--- src/afs_params.svh ---
// Register indices, field positions, reset values and limits of the analog frequency reference scaler
`ifndef AFS_PARAMS_SVH
`define AFS_PARAMS_SVH

`define AFS_IDX_SRC        4'h0
`define AFS_IDX_BASE1      4'h1
`define AFS_IDX_MAX1       4'h2
`define AFS_IDX_BASE2      4'h3
`define AFS_IDX_MAX2       4'h4
`define AFS_IDX_VFS        4'h5
`define AFS_IDX_VFE        4'h6
`define AFS_IDX_VPCT       4'h7
`define AFS_IDX_CFS        4'h8
`define AFS_IDX_CFE        4'h9
`define AFS_IDX_CPCT       4'hA
`define AFS_IDX_STAT       4'hB

`define AFS_SRC_INSEL_LSB  8
`define AFS_SRC_VBELOW_LSB 12
`define AFS_SRC_CBELOW_LSB 16
`define AFS_SRC_AVG_LSB    24
`define AFS_PCT_END_LSB    8

`define AFS_RST_SRC        8'h01
`define AFS_RST_INSEL      2'h0
`define AFS_RST_BELOW      2'h1
`define AFS_RST_AVG        4'h2
`define AFS_RST_BASE       12'h01F4
`define AFS_RST_MAX        12'h01F4
`define AFS_RST_FREQ       12'h0000
`define AFS_RST_PCT_START  7'h00
`define AFS_RST_PCT_END    7'h64

`define AFS_SRC_TERMINAL   8'h01
`define AFS_BELOW_START    2'h0
`define AFS_BELOW_ZERO     2'h1
`define AFS_BASE_MIN       12'h012C
`define AFS_FREQ_LIMIT     12'h0FA0
`define AFS_PCT_LIMIT      7'h64
`define AFS_FULL_VOLT      10'h03E8
`define AFS_FULL_SAMPLE    10'h03E8
`define AFS_AVG_MAX        4'h8
`define AFS_DIV_STEPS      5'h15

`endif

--- src/afs_pkg.sv ---
// Types shared by the analog frequency reference scaler
package afs_pkg;
  typedef enum logic [2:0] {
    ST_IDLE   = 3'b000,
    ST_PREP_A = 3'b001,
    ST_DIV_A  = 3'b011,
    ST_PREP_B = 3'b010,
    ST_DIV_B  = 3'b110,
    ST_PREP_V = 3'b111,
    ST_DIV_V  = 3'b101,
    ST_FINISH = 3'b100
  } state_t;

  typedef logic [7:0][9:0] hist_t;
endpackage

--- src/analog_frequency_reference_scaler.sv ---
// Sample FIFO and analog speed reference to frequency and voltage command scaler
//
// Chosen here: the placing of the registers and the Avalon-MM register port.
`timescale 1ns/1ns
`include "afs_params.svh"

module sample_fifo #(
  parameter int WIDTH = 30,
  parameter int DEPTH = 16
) (
  input  wire logic             i_clk_sys,
  input  wire logic             i_arst_n,
  input  wire logic             i_in_valid,
  output logic                  o_in_ready,
  input  wire logic [WIDTH-1:0] i_in_data,
  output logic                  o_out_valid,
  input  wire logic             i_out_ready,
  output logic [WIDTH-1:0]      o_out_data
);
  localparam int AW = $clog2(DEPTH);
  logic [WIDTH-1:0] mem [DEPTH];
  logic [AW-1:0]    wr_ptr_reg;
  logic [AW-1:0]    rd_ptr_reg;
  logic [AW:0]      count_reg;
  logic [AW:0]      count_next;
  logic             ready_reg;
  wire              push = i_in_valid && ready_reg;
  wire              pop  = o_out_valid && i_out_ready;

  assign count_next  = count_reg + (AW+1)'(push) - (AW+1)'(pop);
  assign o_in_ready  = ready_reg;
  assign o_out_valid = (count_reg != '0);
  assign o_out_data  = mem[rd_ptr_reg];

  always_ff @(posedge i_clk_sys) begin
    if (push) begin
      mem[wr_ptr_reg] <= i_in_data;
    end
  end

  always_ff @(posedge i_clk_sys or negedge i_arst_n) begin
    if (!i_arst_n) begin
      wr_ptr_reg <= '0;
      rd_ptr_reg <= '0;
      count_reg  <= '0;
      ready_reg  <= 1'b1;
    end else begin
      wr_ptr_reg <= wr_ptr_reg + AW'(push);
      rd_ptr_reg <= rd_ptr_reg + AW'(pop);
      count_reg  <= count_next;
      ready_reg  <= (count_next != (AW+1)'(DEPTH));
    end
  end
endmodule

// Function
// - Set-1 base frequency write taken only from 30 Hz up to set-1 maximum.
// - Set-1 maximum frequency write taken only from set-1 base up to 400 Hz.
// - Set-2 base and maximum frequency obey the same limits against each other.
// - Voltage rises with frequency to full scale at base, then stays full.
// - Output is built from one selected motor set only, never mixed.
// - Voltage channel maps start-to-end percent linearly onto start-to-end frequency.
// - Voltage input above end percent gives exactly the end frequency.
// - Voltage input below start gives start frequency for code 00, zero for 01.
// - Current channel maps its own span onto its own frequency range.
// - Current input above its end point gives its end frequency.
// - Current input below start gives zero or start frequency by its option.
// - Start and end frequencies 0.0 to 400.0 in tenths, reset 0.0.
// - Start and end percentages 0 to 100, reset 0 and 100.
// - Input select codes: selector V/I, V+I sum, V/pot, I/pot.
// - Reference averaged over the latest n samples, n from 1 to 8.
// - Analog result used only for terminal source code 01 or forced terminal.
module analog_frequency_reference_scaler
  import afs_pkg::*;
(
  input  wire logic        i_clk_sys,
  input  wire logic        i_arst_n,
  input  wire logic [3:0]  i_avs_address,
  input  wire logic        i_avs_read,
  input  wire logic        i_avs_write,
  input  wire logic [31:0] i_avs_writedata,
  input  wire logic [3:0]  i_avs_byteenable,
  output logic [31:0]      o_avs_readdata,
  output logic             o_avs_waitrequest,
  input  wire logic        i_sample_valid,
  output logic             o_sample_ready,
  input  wire logic [9:0]  i_volt_sample,
  input  wire logic [9:0]  i_curr_sample,
  input  wire logic [9:0]  i_pot_sample,
  input  wire logic        i_input_selector_terminal,
  input  wire logic        i_terminal_force,
  input  wire logic        i_set2_select,
  input  wire logic [11:0] i_other_freq,
  output logic [11:0]      o_freq_cmd,
  output logic [9:0]       o_volt_cmd,
  output logic             o_freq_valid,
  output logic             o_motor_set,
  output logic             o_ref_is_analog
);

  function automatic logic [9:0] pct10(input logic [6:0] p);
    pct10 = {3'b000, p} * 10'd10;
  endfunction

  function automatic logic [11:0] sat_freq(input logic [12:0] f);
    sat_freq = (f > {1'b0, `AFS_FREQ_LIMIT}) ? `AFS_FREQ_LIMIT : f[11:0];
  endfunction

  function automatic logic [9:0] clip_sample(input logic [9:0] s);
    clip_sample = (s > `AFS_FULL_SAMPLE) ? `AFS_FULL_SAMPLE : s;
  endfunction

  function automatic logic [9:0] avg_n(input hist_t h, input logic [3:0] n);
    logic [12:0] s;
    logic [16:0] r;
    logic [29:0] p;
    s = '0;
    for (int i = 0; i < 8; i++) begin
      if (i < n) begin
        s = s + {3'b000, h[i]};
      end
    end
    case (n)
      4'h1:    r = 17'h1_0000;
      4'h2:    r = 17'h0_8000;
      4'h3:    r = 17'h0_5556;
      4'h4:    r = 17'h0_4000;
      4'h5:    r = 17'h0_3334;
      4'h6:    r = 17'h0_2AAB;
      4'h7:    r = 17'h0_2493;
      default: r = 17'h0_2000;
    endcase
    p = {17'b0, s} * {13'b0, r};
    avg_n = p[25:16];
  endfunction

  // Register file
  logic [7:0]  src_reg;
  logic [1:0]  insel_reg, vbelow_reg, cbelow_reg;
  logic [3:0]  avg_reg;
  logic [11:0] base1_reg, max1_reg, base2_reg, max2_reg;
  logic [11:0] vfs_reg, vfe_reg, cfs_reg, cfe_reg;
  logic [6:0]  vps_reg, vpe_reg, cps_reg, cpe_reg;
  logic [31:0] readdata_reg;
  logic        waitreq_reg;
  state_t      state_reg, state_next;

  wire [31:0] src_word = {4'h0, avg_reg, 6'h00, cbelow_reg, 2'h0, vbelow_reg, 2'h0, insel_reg, src_reg};
  wire [31:0] rd_word =
    (i_avs_address == `AFS_IDX_SRC)   ? src_word :
    (i_avs_address == `AFS_IDX_BASE1) ? {20'h0_0000, base1_reg} :
    (i_avs_address == `AFS_IDX_MAX1)  ? {20'h0_0000, max1_reg} :
    (i_avs_address == `AFS_IDX_BASE2) ? {20'h0_0000, base2_reg} :
    (i_avs_address == `AFS_IDX_MAX2)  ? {20'h0_0000, max2_reg} :
    (i_avs_address == `AFS_IDX_VFS)   ? {20'h0_0000, vfs_reg} :
    (i_avs_address == `AFS_IDX_VFE)   ? {20'h0_0000, vfe_reg} :
    (i_avs_address == `AFS_IDX_VPCT)  ? {17'h0_0000, vpe_reg, 1'b0, vps_reg} :
    (i_avs_address == `AFS_IDX_CFS)   ? {20'h0_0000, cfs_reg} :
    (i_avs_address == `AFS_IDX_CFE)   ? {20'h0_0000, cfe_reg} :
    (i_avs_address == `AFS_IDX_CPCT)  ? {17'h0_0000, cpe_reg, 1'b0, cps_reg} :
    (i_avs_address == `AFS_IDX_STAT)  ? {1'b0, state_reg, 2'h0, o_ref_is_analog, o_motor_set, 2'h0,
                                         o_volt_cmd, o_freq_cmd} :
    32'h0000_0000;

  wire [31:0] be_mask = {{8{i_avs_byteenable[3]}}, {8{i_avs_byteenable[2]}},
                         {8{i_avs_byteenable[1]}}, {8{i_avs_byteenable[0]}}};
  wire [31:0] wd      = (rd_word & ~be_mask) | (i_avs_writedata & be_mask);
  wire        wr_en   = i_avs_write && !waitreq_reg;
  wire [11:0] wf      = wd[11:0];
  wire [6:0]  w_ps    = wd[6:0];
  wire [6:0]  w_pe    = wd[`AFS_PCT_END_LSB +: 7];
  wire [7:0]  w_src   = wd[7:0];
  wire [1:0]  w_insel = wd[`AFS_SRC_INSEL_LSB +: 2];
  wire [1:0]  w_vbel  = wd[`AFS_SRC_VBELOW_LSB +: 2];
  wire [1:0]  w_cbel  = wd[`AFS_SRC_CBELOW_LSB +: 2];
  wire [3:0]  w_avg   = wd[`AFS_SRC_AVG_LSB +: 4];

  wire base1_ok = (wf >= `AFS_BASE_MIN) && (wf <= max1_reg);
  wire max1_ok  = (wf >= base1_reg) && (wf <= `AFS_FREQ_LIMIT);
  wire base2_ok = (wf >= `AFS_BASE_MIN) && (wf <= max2_reg);
  wire max2_ok  = (wf >= base2_reg) && (wf <= `AFS_FREQ_LIMIT);
  wire freq_ok  = (wf <= `AFS_FREQ_LIMIT);
  wire ps_ok    = (w_ps <= `AFS_PCT_LIMIT);
  wire pe_ok    = (w_pe <= `AFS_PCT_LIMIT);
  wire src_ok   = (w_src <= 8'h03) || (w_src == 8'h10);
  wire avg_ok   = (w_avg != 4'h0) && (w_avg <= `AFS_AVG_MAX);

  always_ff @(posedge i_clk_sys or negedge i_arst_n) begin
    if (!i_arst_n) begin
      waitreq_reg  <= 1'b1;
      readdata_reg <= 32'h0000_0000;
    end else begin
      waitreq_reg  <= !(waitreq_reg && (i_avs_read || i_avs_write));
      if (waitreq_reg && i_avs_read) begin
        readdata_reg <= rd_word;
      end
    end
  end

  always_ff @(posedge i_clk_sys or negedge i_arst_n) begin
    if (!i_arst_n) begin
      src_reg    <= `AFS_RST_SRC;
      insel_reg  <= `AFS_RST_INSEL;
      vbelow_reg <= `AFS_RST_BELOW;
      cbelow_reg <= `AFS_RST_BELOW;
      avg_reg    <= `AFS_RST_AVG;
      base1_reg  <= `AFS_RST_BASE;
      max1_reg   <= `AFS_RST_MAX;
      base2_reg  <= `AFS_RST_BASE;
      max2_reg   <= `AFS_RST_MAX;
      vfs_reg    <= `AFS_RST_FREQ;
      vfe_reg    <= `AFS_RST_FREQ;
      cfs_reg    <= `AFS_RST_FREQ;
      cfe_reg    <= `AFS_RST_FREQ;
      vps_reg    <= `AFS_RST_PCT_START;
      vpe_reg    <= `AFS_RST_PCT_END;
      cps_reg    <= `AFS_RST_PCT_START;
      cpe_reg    <= `AFS_RST_PCT_END;
    end else if (wr_en) begin
      if (i_avs_address == `AFS_IDX_SRC) begin
        src_reg    <= src_ok ? w_src : src_reg;
        insel_reg  <= w_insel;
        vbelow_reg <= (w_vbel <= `AFS_BELOW_ZERO) ? w_vbel : vbelow_reg;
        cbelow_reg <= (w_cbel <= `AFS_BELOW_ZERO) ? w_cbel : cbelow_reg;
        avg_reg    <= avg_ok ? w_avg : avg_reg;
      end else if (i_avs_address == `AFS_IDX_BASE1 && base1_ok) begin
        base1_reg <= wf;
      end else if (i_avs_address == `AFS_IDX_MAX1 && max1_ok) begin
        max1_reg <= wf;
      end else if (i_avs_address == `AFS_IDX_BASE2 && base2_ok) begin
        base2_reg <= wf;
      end else if (i_avs_address == `AFS_IDX_MAX2 && max2_ok) begin
        max2_reg <= wf;
      end else if (i_avs_address == `AFS_IDX_VFS && freq_ok) begin
        vfs_reg <= wf;
      end else if (i_avs_address == `AFS_IDX_VFE && freq_ok) begin
        vfe_reg <= wf;
      end else if (i_avs_address == `AFS_IDX_CFS && freq_ok) begin
        cfs_reg <= wf;
      end else if (i_avs_address == `AFS_IDX_CFE && freq_ok) begin
        cfe_reg <= wf;
      end else if (i_avs_address == `AFS_IDX_VPCT) begin
        // Each percentage field is checked on its own
        vps_reg <= ps_ok ? w_ps : vps_reg;
        vpe_reg <= pe_ok ? w_pe : vpe_reg;
      end else if (i_avs_address == `AFS_IDX_CPCT) begin
        cps_reg <= ps_ok ? w_ps : cps_reg;
        cpe_reg <= pe_ok ? w_pe : cpe_reg;
      end
    end
  end

  assign o_avs_readdata    = readdata_reg;
  assign o_avs_waitrequest = waitreq_reg;

  // Sample path: FIFO, input selection, averaging
  logic        fifo_valid;
  logic [29:0] fifo_data;
  wire         pop = fifo_valid && (state_reg == ST_IDLE);

  sample_fifo #(.WIDTH(30), .DEPTH(16)) sample_fifo_inst (
    .i_clk_sys   (i_clk_sys),
    .i_arst_n    (i_arst_n),
    .i_in_valid  (i_sample_valid),
    .o_in_ready  (o_sample_ready),
    .i_in_data   ({i_pot_sample, i_curr_sample, i_volt_sample}),
    .o_out_valid (fifo_valid),
    .i_out_ready (state_reg == ST_IDLE),
    .o_out_data  (fifo_data)
  );

  hist_t hist_a_reg, hist_b_reg;
  logic  sel_reg;
  wire   use_pot = i_input_selector_terminal && insel_reg[1];
  wire [9:0] a_in = clip_sample(use_pot ? fifo_data[29:20] : fifo_data[9:0]);
  wire [9:0] b_in = clip_sample(fifo_data[19:10]);
  wire [9:0] avg_a = avg_n(hist_a_reg, avg_reg);
  wire [9:0] avg_b = avg_n(hist_b_reg, avg_reg);

  // Segment mapping for the channel being worked on
  wire        chan_b = (state_reg == ST_PREP_B) || (state_reg == ST_DIV_B);
  wire [9:0]  seg_x  = chan_b ? avg_b : avg_a;
  wire [9:0]  seg_xs = pct10(chan_b ? cps_reg : vps_reg);
  wire [9:0]  seg_xe = pct10(chan_b ? cpe_reg : vpe_reg);
  wire [11:0] seg_fs = chan_b ? cfs_reg : vfs_reg;
  wire [11:0] seg_fe = chan_b ? cfe_reg : vfe_reg;
  wire [1:0]  seg_bm = chan_b ? cbelow_reg : vbelow_reg;
  wire        seg_below = seg_x < seg_xs;
  wire        seg_above = !seg_below && (seg_x >= seg_xe);
  wire        seg_down  = seg_fe < seg_fs;
  wire [11:0] seg_df    = seg_down ? (seg_fs - seg_fe) : (seg_fe - seg_fs);
  wire [9:0]  seg_dx    = seg_x - seg_xs;
  wire [21:0] seg_num   = {10'h000, seg_df} * {12'h000, seg_dx};
  wire [11:0] seg_direct = seg_above ? seg_fe : ((seg_bm == `AFS_BELOW_ZERO) ? 12'h000 : seg_fs);

  // Shared restoring divider
  logic [21:0] num_reg, num_next, quo_reg, quo_next;
  logic [11:0] den_reg, den_next, rem_reg, rem_next;
  logic [4:0]  cnt_reg, cnt_next;
  wire  [12:0] rem_sh  = {rem_reg, num_reg[21]};
  wire         div_ge  = rem_sh >= {1'b0, den_reg};
  wire  [12:0] rem_sub = rem_sh - {1'b0, den_reg};
  wire  [21:0] quo_new = {quo_reg[20:0], div_ge};
  wire  [12:0] seg_up  = {1'b0, seg_fs} + {1'b0, quo_new[11:0]};
  wire  [11:0] seg_fin = seg_down ? ((quo_new[11:0] > seg_fs) ? 12'h000 : seg_fs - quo_new[11:0])
                                  : sat_freq(seg_up);

  // Channel combination, source choice, motor set limits
  logic [11:0] res_a_reg, res_a_next, res_b_reg, res_b_next, fin_f_reg, fin_f_next;
  logic [9:0]  fin_v_reg, fin_v_next;
  logic        set_reg, set_next, an_reg, an_next;
  wire  [11:0] f_an =
    (insel_reg == 2'h0) ? (sel_reg ? res_b_reg : res_a_reg) :
    (insel_reg == 2'h1) ? sat_freq({1'b0, res_a_reg} + {1'b0, res_b_reg}) :
    (insel_reg == 2'h2) ? res_a_reg :
    (sel_reg ? res_a_reg : res_b_reg);
  wire        an_sel = (src_reg == `AFS_SRC_TERMINAL) || i_terminal_force;
  wire [11:0] f_ref  = an_sel ? f_an : sat_freq({1'b0, i_other_freq});
  wire [11:0] base_u = i_set2_select ? base2_reg : base1_reg;
  wire [11:0] max_u  = i_set2_select ? max2_reg : max1_reg;
  wire [11:0] f_lim  = (f_ref > max_u) ? max_u : f_ref;

  always_comb begin
    state_next = state_reg;
    num_next   = num_reg;
    den_next   = den_reg;
    rem_next   = rem_reg;
    quo_next   = quo_reg;
    cnt_next   = cnt_reg;
    res_a_next = res_a_reg;
    res_b_next = res_b_reg;
    fin_f_next = fin_f_reg;
    fin_v_next = fin_v_reg;
    set_next   = set_reg;
    an_next    = an_reg;
    case (state_reg)
      ST_IDLE: begin
        if (pop) begin
          state_next = ST_PREP_A;
        end
      end
      ST_PREP_A, ST_PREP_B: begin
        if (seg_below || seg_above) begin
          res_a_next = chan_b ? res_a_reg : seg_direct;
          res_b_next = chan_b ? seg_direct : res_b_reg;
          state_next = chan_b ? ST_PREP_V : ST_PREP_B;
        end else begin
          num_next   = seg_num;
          den_next   = {2'b00, seg_xe - seg_xs};
          rem_next   = '0;
          quo_next   = '0;
          cnt_next   = `AFS_DIV_STEPS;
          state_next = chan_b ? ST_DIV_B : ST_DIV_A;
        end
      end
      ST_DIV_A, ST_DIV_B, ST_DIV_V: begin
        num_next = {num_reg[20:0], 1'b0};
        rem_next = div_ge ? rem_sub[11:0] : rem_sh[11:0];
        quo_next = quo_new;
        cnt_next = cnt_reg - 5'd1;
        if (cnt_reg == 5'd0) begin
          if (state_reg == ST_DIV_A) begin
            res_a_next = seg_fin;
            state_next = ST_PREP_B;
          end else if (state_reg == ST_DIV_B) begin
            res_b_next = seg_fin;
            state_next = ST_PREP_V;
          end else begin
            fin_v_next = quo_new[9:0];
            state_next = ST_FINISH;
          end
        end
      end
      ST_PREP_V: begin
        fin_f_next = f_lim;
        set_next   = i_set2_select;
        an_next    = an_sel;
        if (f_lim >= base_u) begin
          fin_v_next = `AFS_FULL_VOLT;
          state_next = ST_FINISH;
        end else begin
          num_next   = {10'h000, f_lim} * {12'h000, `AFS_FULL_VOLT};
          den_next   = base_u;
          rem_next   = '0;
          quo_next   = '0;
          cnt_next   = `AFS_DIV_STEPS;
          state_next = ST_DIV_V;
        end
      end
      default: begin
        state_next = ST_IDLE;
      end
    endcase
  end

  always_ff @(posedge i_clk_sys or negedge i_arst_n) begin
    if (!i_arst_n) begin
      state_reg <= ST_IDLE;
      {num_reg, quo_reg, den_reg, rem_reg, cnt_reg} <= '0;
      {res_a_reg, res_b_reg, fin_f_reg, fin_v_reg, set_reg, an_reg} <= '0;
      {hist_a_reg, hist_b_reg, sel_reg} <= '0;
    end else begin
      state_reg <= state_next;
      {num_reg, quo_reg, den_reg, rem_reg, cnt_reg} <= {num_next, quo_next, den_next, rem_next, cnt_next};
      {res_a_reg, res_b_reg, fin_f_reg, fin_v_reg} <= {res_a_next, res_b_next, fin_f_next, fin_v_next};
      {set_reg, an_reg} <= {set_next, an_next};
      if (pop) begin
        hist_a_reg <= {hist_a_reg[6:0], a_in};
        hist_b_reg <= {hist_b_reg[6:0], b_in};
        sel_reg    <= i_input_selector_terminal;
      end
    end
  end

  always_ff @(posedge i_clk_sys or negedge i_arst_n) begin
    if (!i_arst_n) begin
      o_freq_cmd      <= 12'h000;
      o_volt_cmd      <= 10'h000;
      o_freq_valid    <= 1'b0;
      o_motor_set     <= 1'b0;
      o_ref_is_analog <= 1'b0;
    end else begin
      o_freq_valid <= (state_reg == ST_FINISH);
      if (state_reg == ST_FINISH) begin
        o_freq_cmd      <= fin_f_reg;
        o_volt_cmd      <= fin_v_reg;
        o_motor_set     <= set_reg;
        o_ref_is_analog <= an_reg;
      end
    end
  end
endmodule

--- config.mk ---
export PLATFORM = sky130hd
export DESIGN_NAME = analog_frequency_reference_scaler
export DESIGN_NICKNAME = d
export VERILOG_FILES = /design/src/afs_pkg.sv /design/src/analog_frequency_reference_scaler.sv
export VERILOG_INCLUDE_DIRS = /design/src
export SDC_FILE = /design/constraint.sdc
export NUM_CORES = 2
export LEC_CHECK = 0
export BUFFER_PORTS_ARGS = -buffer_cell sky130_fd_sc_hd__buf_2
export CELL_PAD_IN_SITES_DETAIL_PLACEMENT = 0
export CELL_PAD_IN_SITES_GLOBAL_PLACEMENT = 1
export CORE_MARGIN = 2
export CORE_UTILIZATION = 40
export DETAILED_ROUTE_END_ITERATION = 8
export HOLD_SLACK_MARGIN = 0.08
export PLACE_DENSITY_LB_ADDON = 0.1
export SETUP_SLACK_MARGIN = 0.4
export SLEW_MARGIN = 20
export SYNTH_ARGS = -nofsm -noshare
export SYNTH_HDL_FRONTEND = slang
export SYNTH_SLANG_ARGS = --single-unit
--- constraint.sdc ---
create_clock -name i_clk_sys -period 34.5 [get_ports i_clk_sys]
set_input_delay 6.9 -clock i_clk_sys [delete_from_list [all_inputs] [get_ports i_clk_sys]]
set_output_delay 6.9 -clock i_clk_sys [all_outputs]
set_load 0.05 [all_outputs]
# Word level (Yosys, flattened, before mapping)
# Memories as Yosys holds them, arrays and structs flattened.
# Cells that the tools add are included.
dict set report op_classes {
  add_sub_neg 27
  n_mux 98
  mul 6
  magnitude_cmp 32
  eq_ne 43
  reduce_logical 63
  bitwise 14
}
# op n
set ops {}
lappend ops {{$mux W12} 33}
lappend ops {{$mux W31} 12}
lappend ops {{$add A13 B10 Y13} 14}
lappend ops {{$mux W13} 14}
lappend ops {{$pmux W17 S7} 1}
lappend ops {{$mux W10} 10}
lappend ops {{$pmux W12 S2} 3}
lappend ops {{$pmux W22 S3} 1}
lappend ops {{$and A28 B28 Y28} 2}
lappend ops {{$mul A13 B17 Y26} 2}
lappend ops {{$sub A12 B12 Y12} 4}
lappend ops {{$mux W22} 2}
lappend ops {{$ge A12 B12 Y1} 3}
lappend ops {{$pmux W12 S3} 1}
lappend ops {{$pmux W11 S3} 1}
lappend ops {{$eq A4 B3 Y1 const B} 8}
lappend ops {{$not A28 Y28} 1}
lappend ops {{$or A28 B28 Y28} 1}
lappend ops {{$add A12 B12 Y13} 2}
lappend ops {{$gt A13 B12 Y1 const B} 2}
lappend ops {{$reduce_and A13 Y1} 2}
lappend ops {{$gt A12 B12 Y1} 2}
lappend ops {{$le A12 B12 Y1} 2}
lappend ops {{$ne A2 B2 Y1 const B} 12}
lappend ops {{other kinds (67)} 148}
dict set report word_totals {
  output_inout_bits 59
  n_memories 1
  ram_bits 480
  inputBits 90
  register_bits 487
  word_cells 341
}
# memory depth width rd rd_ports_with_merged_regs write_ports line_no
set mem_list {}
lappend mem_list {sample_fifo_inst.mem 16 30 1 0 1 analog_frequency_reference_scaler.sv:21} ;# logic [WIDTH-1:0] mem [DEPTH];

# Longest topological paths before layout
dict set report depth {
  ltp_word 25
  mapped_depth 120
  depth_no_buf 116
}

# Modules after synthesis
# From an unflattened synthesis, not the netlist that was laid out.
dict set report unflattened {
  cells_unflattened 7366
  area_unflattened_um2 73474.2
}
# mod area_per_inst_um2 instances seq_area_each_um2 cells_each
set modules_own_cells {}
lappend modules_own_cells {analog_frequency_reference_scaler 54410.9 1 11830.1 6424}
lappend modules_own_cells {sample_fifo 19063.3 1 14765.4 942}

# Worst setup path before layout
# Ideal clock, no wire load.
dict set report synth_path {
  path_type {register to register}
  from {register avg_reg[3]}
  to {register num_reg[21]}
  n_path_buf 6
  setup_ns 0.082
  t_arrival_ns 24.043
  required_ns 34.418
  slack_ns 10.375
  path_stages_with_launch 115
  synth_period_minus_slack_ns 24.125
  cell_sequence {dfrtp_1 -> buf_4 -> nor2_1 -> clkbuf_1 -> clkbuf_1 -> clkbuf_1 -> buf_1 -> and3_1 -> a21oi_1 -> inv_1 -> ha_1 -> inv_1 -> fa_1 -> a21oi_1 -> inv_1 -> fa_1 -> nand2b_1 -> nand2b_1 -> (+79 left out) -> inv_1 -> fa_1 -> fa_1 -> inv_1 -> fa_1 -> inv_1 -> ha_1 -> a21o_1 -> a21oi_1 -> o21ai_0 -> a211oi_1 -> o21ai_0 -> a32oi_1 -> a21oi_1 -> a21oi_1 -> nand2_1 -> o21a_1 -> a31oi_1}
}
dict set report synth_via {
  elab_chain_len 24
  word_cells_on_any_way 60
  classes_between {add/sub (15); mul (3); order compare (10); eq/ne (8); mux (20); reduce/logical (4)}
}
# item line_no
set synth_lines {}
lappend synth_lines {{from (decl)} analog_frequency_reference_scaler.sv:140} ;# logic [3:0] avg_reg;
lappend synth_lines {{from (signal assigned)} analog_frequency_reference_scaler.sv:206} ;# avg_reg <= `AFS_RST_AVG;
lappend synth_lines {{from (signal assigned)} analog_frequency_reference_scaler.sv:225} ;# avg_reg <= avg_ok ? w_avg : avg_reg;
lappend synth_lines {{$lt A1 B4 Y1} analog_frequency_reference_scaler.sv:119} ;# if (i < n) begin
lappend synth_lines {{$mux W10} analog_frequency_reference_scaler.sv:119}
lappend synth_lines {{$add A13 B10 Y13} analog_frequency_reference_scaler.sv:120} ;# s = s + {3'b000, h[i]};
lappend synth_lines {{$mux W13} analog_frequency_reference_scaler.sv:119}
lappend synth_lines {{$add A13 B10 Y13} analog_frequency_reference_scaler.sv:120}
lappend synth_lines {{$mux W13} analog_frequency_reference_scaler.sv:119}
lappend synth_lines {{$add A13 B10 Y13} analog_frequency_reference_scaler.sv:120}
lappend synth_lines {{$mux W13} analog_frequency_reference_scaler.sv:119}
lappend synth_lines {{(+3 left out)} -}
lappend synth_lines {{$mux W13} analog_frequency_reference_scaler.sv:119}
lappend synth_lines {{$add A13 B10 Y13} analog_frequency_reference_scaler.sv:120}
lappend synth_lines {{$mux W13} analog_frequency_reference_scaler.sv:119}
lappend synth_lines {{$add A13 B10 Y13} analog_frequency_reference_scaler.sv:120}
lappend synth_lines {{$mux W13} analog_frequency_reference_scaler.sv:119}
lappend synth_lines {{$mul A13 B17 Y26} analog_frequency_reference_scaler.sv:133} ;# p = {17'b0, s} * {13'b0, r};
lappend synth_lines {{$mux W10 *} analog_frequency_reference_scaler.sv:282} ;# wire [9:0] seg_x = chan_b ? avg_b : avg_a;
lappend synth_lines {{branches (longest 6 deep; another with $mul A12 B10 Y22)} -}
lappend synth_lines {{to (signal assigned)} analog_frequency_reference_scaler.sv:404} ;# {num_reg, quo_reg, den_reg, rem_reg, cnt_reg} <= {num_next, quo_next, den_next, rem_next, cnt_next};
lappend synth_lines {{to (decl)} analog_frequency_reference_scaler.sv:297} ;# logic [21:0] num_reg, num_next, quo_reg, quo_next;
# Mark *: on every way between the ends. The select of a mux whose other input is x is not followed.
# A chain may end at the register's enable or synchronous reset.

# Worst setup path after layout
dict set report layout_path {
  from {register avg_reg[1]}
  to {register num_reg[21]}
}
# Same word-level chain as after synthesis.

==> impl_metrics.env <==
export IMPL_cpPeakStageDelay_ns=0.78
export IMPL_grt_setup_unrepaired="no"
export IMPL_cts_repair_resize_count=0
export IMPL_grt_busiest_layer="met2"
export IMPL_setup_violations=0
export IMPL_number_of_synthesized_flops_with_an_enable_pin=480
export IMPL_wl_per_cell_um=23.95
export IMPL_ys_warn_count=0
export IMPL_syn_cell_area_um2=73030
export IMPL_yosys_area_top_type="sky130_fd_sc_hd__edfxtp_1"
export IMPL_synth_seq_cells=965
export IMPL_ys_flop_type="sky130_fd_sc_hd__edfxtp_1"
export IMPL_dr_pass1_iters=6
export IMPL_tritoncts_num_sinks=965
export IMPL_number_of_drc_markers_after_the_initial_detailed_route_iteration=3797
export IMPL_hold_violations=0
export IMPL_detail_route_wirelength_um=230500
export IMPL_first_global_vias=53625
export IMPL_floorplan_die_area_um2=186000
export IMPL_hold_depth=2
export IMPL_grt_antenna_before_repair=10
export IMPL_num_io_pins=149
export IMPL_ys_async_sr_fraction_pct=50.26
export IMPL_drtAntennaViolNets=0
export IMPL_cts_root_buf="sky130_fd_sc_hd__clkbuf_16"
export IMPL_slew_headroom_pct=27.03
export IMPL_outcome="finished clean"
export IMPL_postCtsSetupRepairBufs=0
export IMPL_timing_fmax_ghz=0.03560
export IMPL_drv_cap=0
export IMPL_timing_critical_path_slowest_stage_cell="sky130_fd_sc_hd__xnor2_1"
export IMPL_cts_htree_levels=3
export IMPL_overflow=0
export IMPL_chipWidth_um=431.3
export IMPL_buffer_ports_inserted=134
export IMPL_gr_usage_met3_pct=2.874
export IMPL_path_common_cell="sky130_fd_sc_hd__ha_1"
export IMPL_tritoncts_clock_tree="built"
export IMPL_synth_seq_area_share_pct=36.42
export IMPL_startpoint_type="flop"
export IMPL_crit_path_max_fanout=26
export IMPL_flow_area_growth_from_synthesis_pct=10.37
export IMPL_detailed_place_hpwl_um=170900
export IMPL_cts_hold_buf=0
export IMPL_avgViaCountPerCell=5.454
export IMPL_final_period_minus_worst_setup_slack_ns=28.09
export IMPL_arrival_ns=28.78
export IMPL_r2r_end="num_reg[21]"
export IMPL_gpl_congestion=0.8925
export IMPL_post_synth_num_cell_types=110
export IMPL_worst_hold_startpoint="hist_b_reg[30]"
export IMPL_yosysTopAreaCellShare_pct=19.74
export IMPL_netlist_top_cells_area="sky130_fd_sc_hd__edfxtp_1 (20%), sky130_fd_sc_hd__dfrtp_1 (15%), sky130_fd_sc_hd__fa_1 (13%), sky130_fd_sc_hd__ha_1 (9.6%), sky130_fd_sc_hd__nand2_1 (4.9%)"
export IMPL_setup_crit_end_kind="flop"
export IMPL_die_h_um=431.3
export IMPL_worst_clock_skew_ns=0.08423
export IMPL_placeableCoreArea_um2=181100
export IMPL_hold_path_class="flop to flop"
export IMPL_tightestPinTransition_ns=1.067
export IMPL_post_synth_cell_area_avg_um2=10.37
export IMPL_final_layout_size_suffix_gt1_share_pct=12.97
export IMPL_drcViolationCount=0
export IMPL_worst_r2r_setup_slack_ns=6.41
export IMPL_placementRows=156
export IMPL_setup_worst_path_class="flop to flop"
export IMPL_grt_first_pass_wirelength_um=349600
export IMPL_cts_max_path_buffers=3
export IMPL_total_cts_buffers=112
export IMPL_final_max_slew_violation_count=0
export IMPL_min_to="hist_b_reg[40]"
export IMPL_vias=52488
export IMPL_postSynthCellCount=7045
export IMPL_grt_met2_usage_pct=39.60
export IMPL_grt_max_degree=81
export IMPL_totalNegativeSetupSlack_ns=0
export IMPL_fin_crit_sh_pct=81.41
export IMPL_net_count_of_the_finished_layout=8265
export IMPL_crit_reg2reg_launch="avg_reg[1]"
export IMPL_grt_met1_usage_pct=36.36
export IMPL_cts_clk_slew_worst_paths_ns=0.07
export IMPL_worst_endpoint_required_ns=35.20
export IMPL_grtUsageTotal_pct=25.00
export IMPL_worst_r2r_path_cells=105
export IMPL_source_to_sink_clock_delay_at_the_later_pin_of_the_worst_skew_pair_ns=0.78
export IMPL_largest_register_ff_count=480
export IMPL_initial_utilization_pct=40.32
[worst max path at each step]
stage / cells after the start / start / endpoint
detailed placement: 110 / avg_reg[1] / num_reg[19]
global route: 105 / avg_reg[1] / num_reg[21]
CTS: 110 / avg_reg[1] / num_reg[21]
floorplan: 114 / avg_reg[3] / num_reg[21]
global placement: 109 / avg_reg[1] / num_reg[21]
finish: 105 / avg_reg[1] / num_reg[21]
[synth_stat cells (23+ instances only)]
cell type / instances
sky130_fd_sc_hd__buf_1: 35
sky130_fd_sc_hd__fa_1: 456
sky130_fd_sc_hd__dfstp_2: 36
sky130_fd_sc_hd__or2_2: 42
sky130_fd_sc_hd__o21ai_0: 316
sky130_fd_sc_hd__mux2i_1: 122
sky130_fd_sc_hd__clkbuf_1: 212
sky130_fd_sc_hd__o21bai_1: 29
sky130_fd_sc_hd__xnor2_1: 154
sky130_fd_sc_hd__o21a_1: 56
sky130_fd_sc_hd__nor2b_1: 67
sky130_fd_sc_hd__nor3_1: 85
sky130_fd_sc_hd__a31oi_1: 35
sky130_fd_sc_hd__nand3_1: 70
sky130_fd_sc_hd__o22ai_1: 48
sky130_fd_sc_hd__or3_1: 35
sky130_fd_sc_hd__edfxtp_1: 480
sky130_fd_sc_hd__buf_2: 23
sky130_fd_sc_hd__mux2_2: 203
sky130_fd_sc_hd__a211oi_1: 34
sky130_fd_sc_hd__o31ai_1: 37
sky130_fd_sc_hd__nand4_1: 35
sky130_fd_sc_hd__a21o_1: 126
sky130_fd_sc_hd__a21oi_1: 280
sky130_fd_sc_hd__and3_1: 36
sky130_fd_sc_hd__inv_1: 834
sky130_fd_sc_hd__xor2_1: 81
sky130_fd_sc_hd__and2_1: 54
sky130_fd_sc_hd__ha_1: 562
sky130_fd_sc_hd__dfrtp_1: 449
sky130_fd_sc_hd__nor2_1: 439
sky130_fd_sc_hd__nand2b_1: 99
sky130_fd_sc_hd__nand2_1: 946
sky130_fd_sc_hd__a21boi_0: 24
sky130_fd_sc_hd__o211ai_1: 45
sky130_fd_sc_hd__mux4_2: 152
[through the flow]
| stage | cell area (um^2) | hold slack, ns | util [%] | setup WS (ns) | cells |
|---|---|---|---|---|---|
| 3_5_place_dp | 76820 | 0.4650 | 42.41 | 6.601 | 9413 |
| 5_1_grt | 80590 | 0.4806 | 44.49 | 4.451 | 9620 |
| 3_3_place_gp | 76820 | 0.4563 | 42.41 | 6.807 | 9413 |
| 6_report | 80600 | 0.4413 | 44.50 | 6.412 | 9623 |
| 2_1_floorplan | 73060 | 0.4407 | - | 10.37 | 7054 |
| 4_1_cts | 80560 | 0.4479 | 44.48 | 6.473 | 9617 |
[cells by family (layout without fill, tap and decap cells)]
group                    Yosys count  after routing  synth area share, %
AO/OA/AOI/OAI                   1249           1249                11.09
XOR/XNOR                         238            238                2.911
adder cells (fa/ha/maj)         1020           1020                22.16
buffers and inverters           1115           1308                5.807
flip-flops                       965            965                36.42
multiplexers                     478            478                9.521
other                              2             17              0.01028
AND/OR/NAND/NOR                 1978           1978                12.08
[cells in the final DEF, fill, tap and decap left out, drive strengths merged, types with 37 or more instances in the layout]
| cell type | n |
|---|---|
| nand3 | 70 |
| clkbuf | 156 |
| fa | 456 |
| o21ai | 334 |
| xor2 | 81 |
| mux2 | 203 |
| nand2b | 99 |
| buf | 265 |
| a211oi | 37 |
| o21a | 56 |
| mux4 | 152 |
| inv | 837 |
| and2 | 55 |
| a21oi | 282 |
| nor2b | 67 |
| nand2 | 946 |
| o31ai | 39 |
| o22ai | 48 |
| ha | 562 |
| a21o | 126 |
| nor3 | 86 |
| dfrtp | 449 |
| o211ai | 46 |
| xnor2 | 156 |
| mux2i | 123 |
| edfxtp | 480 |
| nor2 | 441 |
| or2 | 44 |
[worst max-delay path: cells and delay by family (launching register included)]
kind	cells	cell delay, ns
simple gates	18	2.90
mux	1	0.31
buf+inv	10	1.00
compound gates	39	9.80
xor+xnor	12	3.56
flops	1	0.44
fa+ha+maj	25	9.89
[cell type report]
cell class	count	area (um^2)
Sequential cell	965	26610
Clock inverter	48	645.6
Inverter	839	3154
Clock buffer	156	3099
Multi-Input combinational cell	4974	42440
Antenna cell	6	15.01
Timing Repair Buffer	265	1668
Tap cell	2370	2965
Fill cell	17396	100500
[routing by layer]
metal  wire length [um]  part of all wire [%]
met5                 13                0.0056
met4               6229                   2.7
met3               9407                   4.1
met2             105600                    46
met1             109200                    47
Power is not shown: default switching activity piles up to over one toggle a cycle in this logic, so the estimate is an artifact.
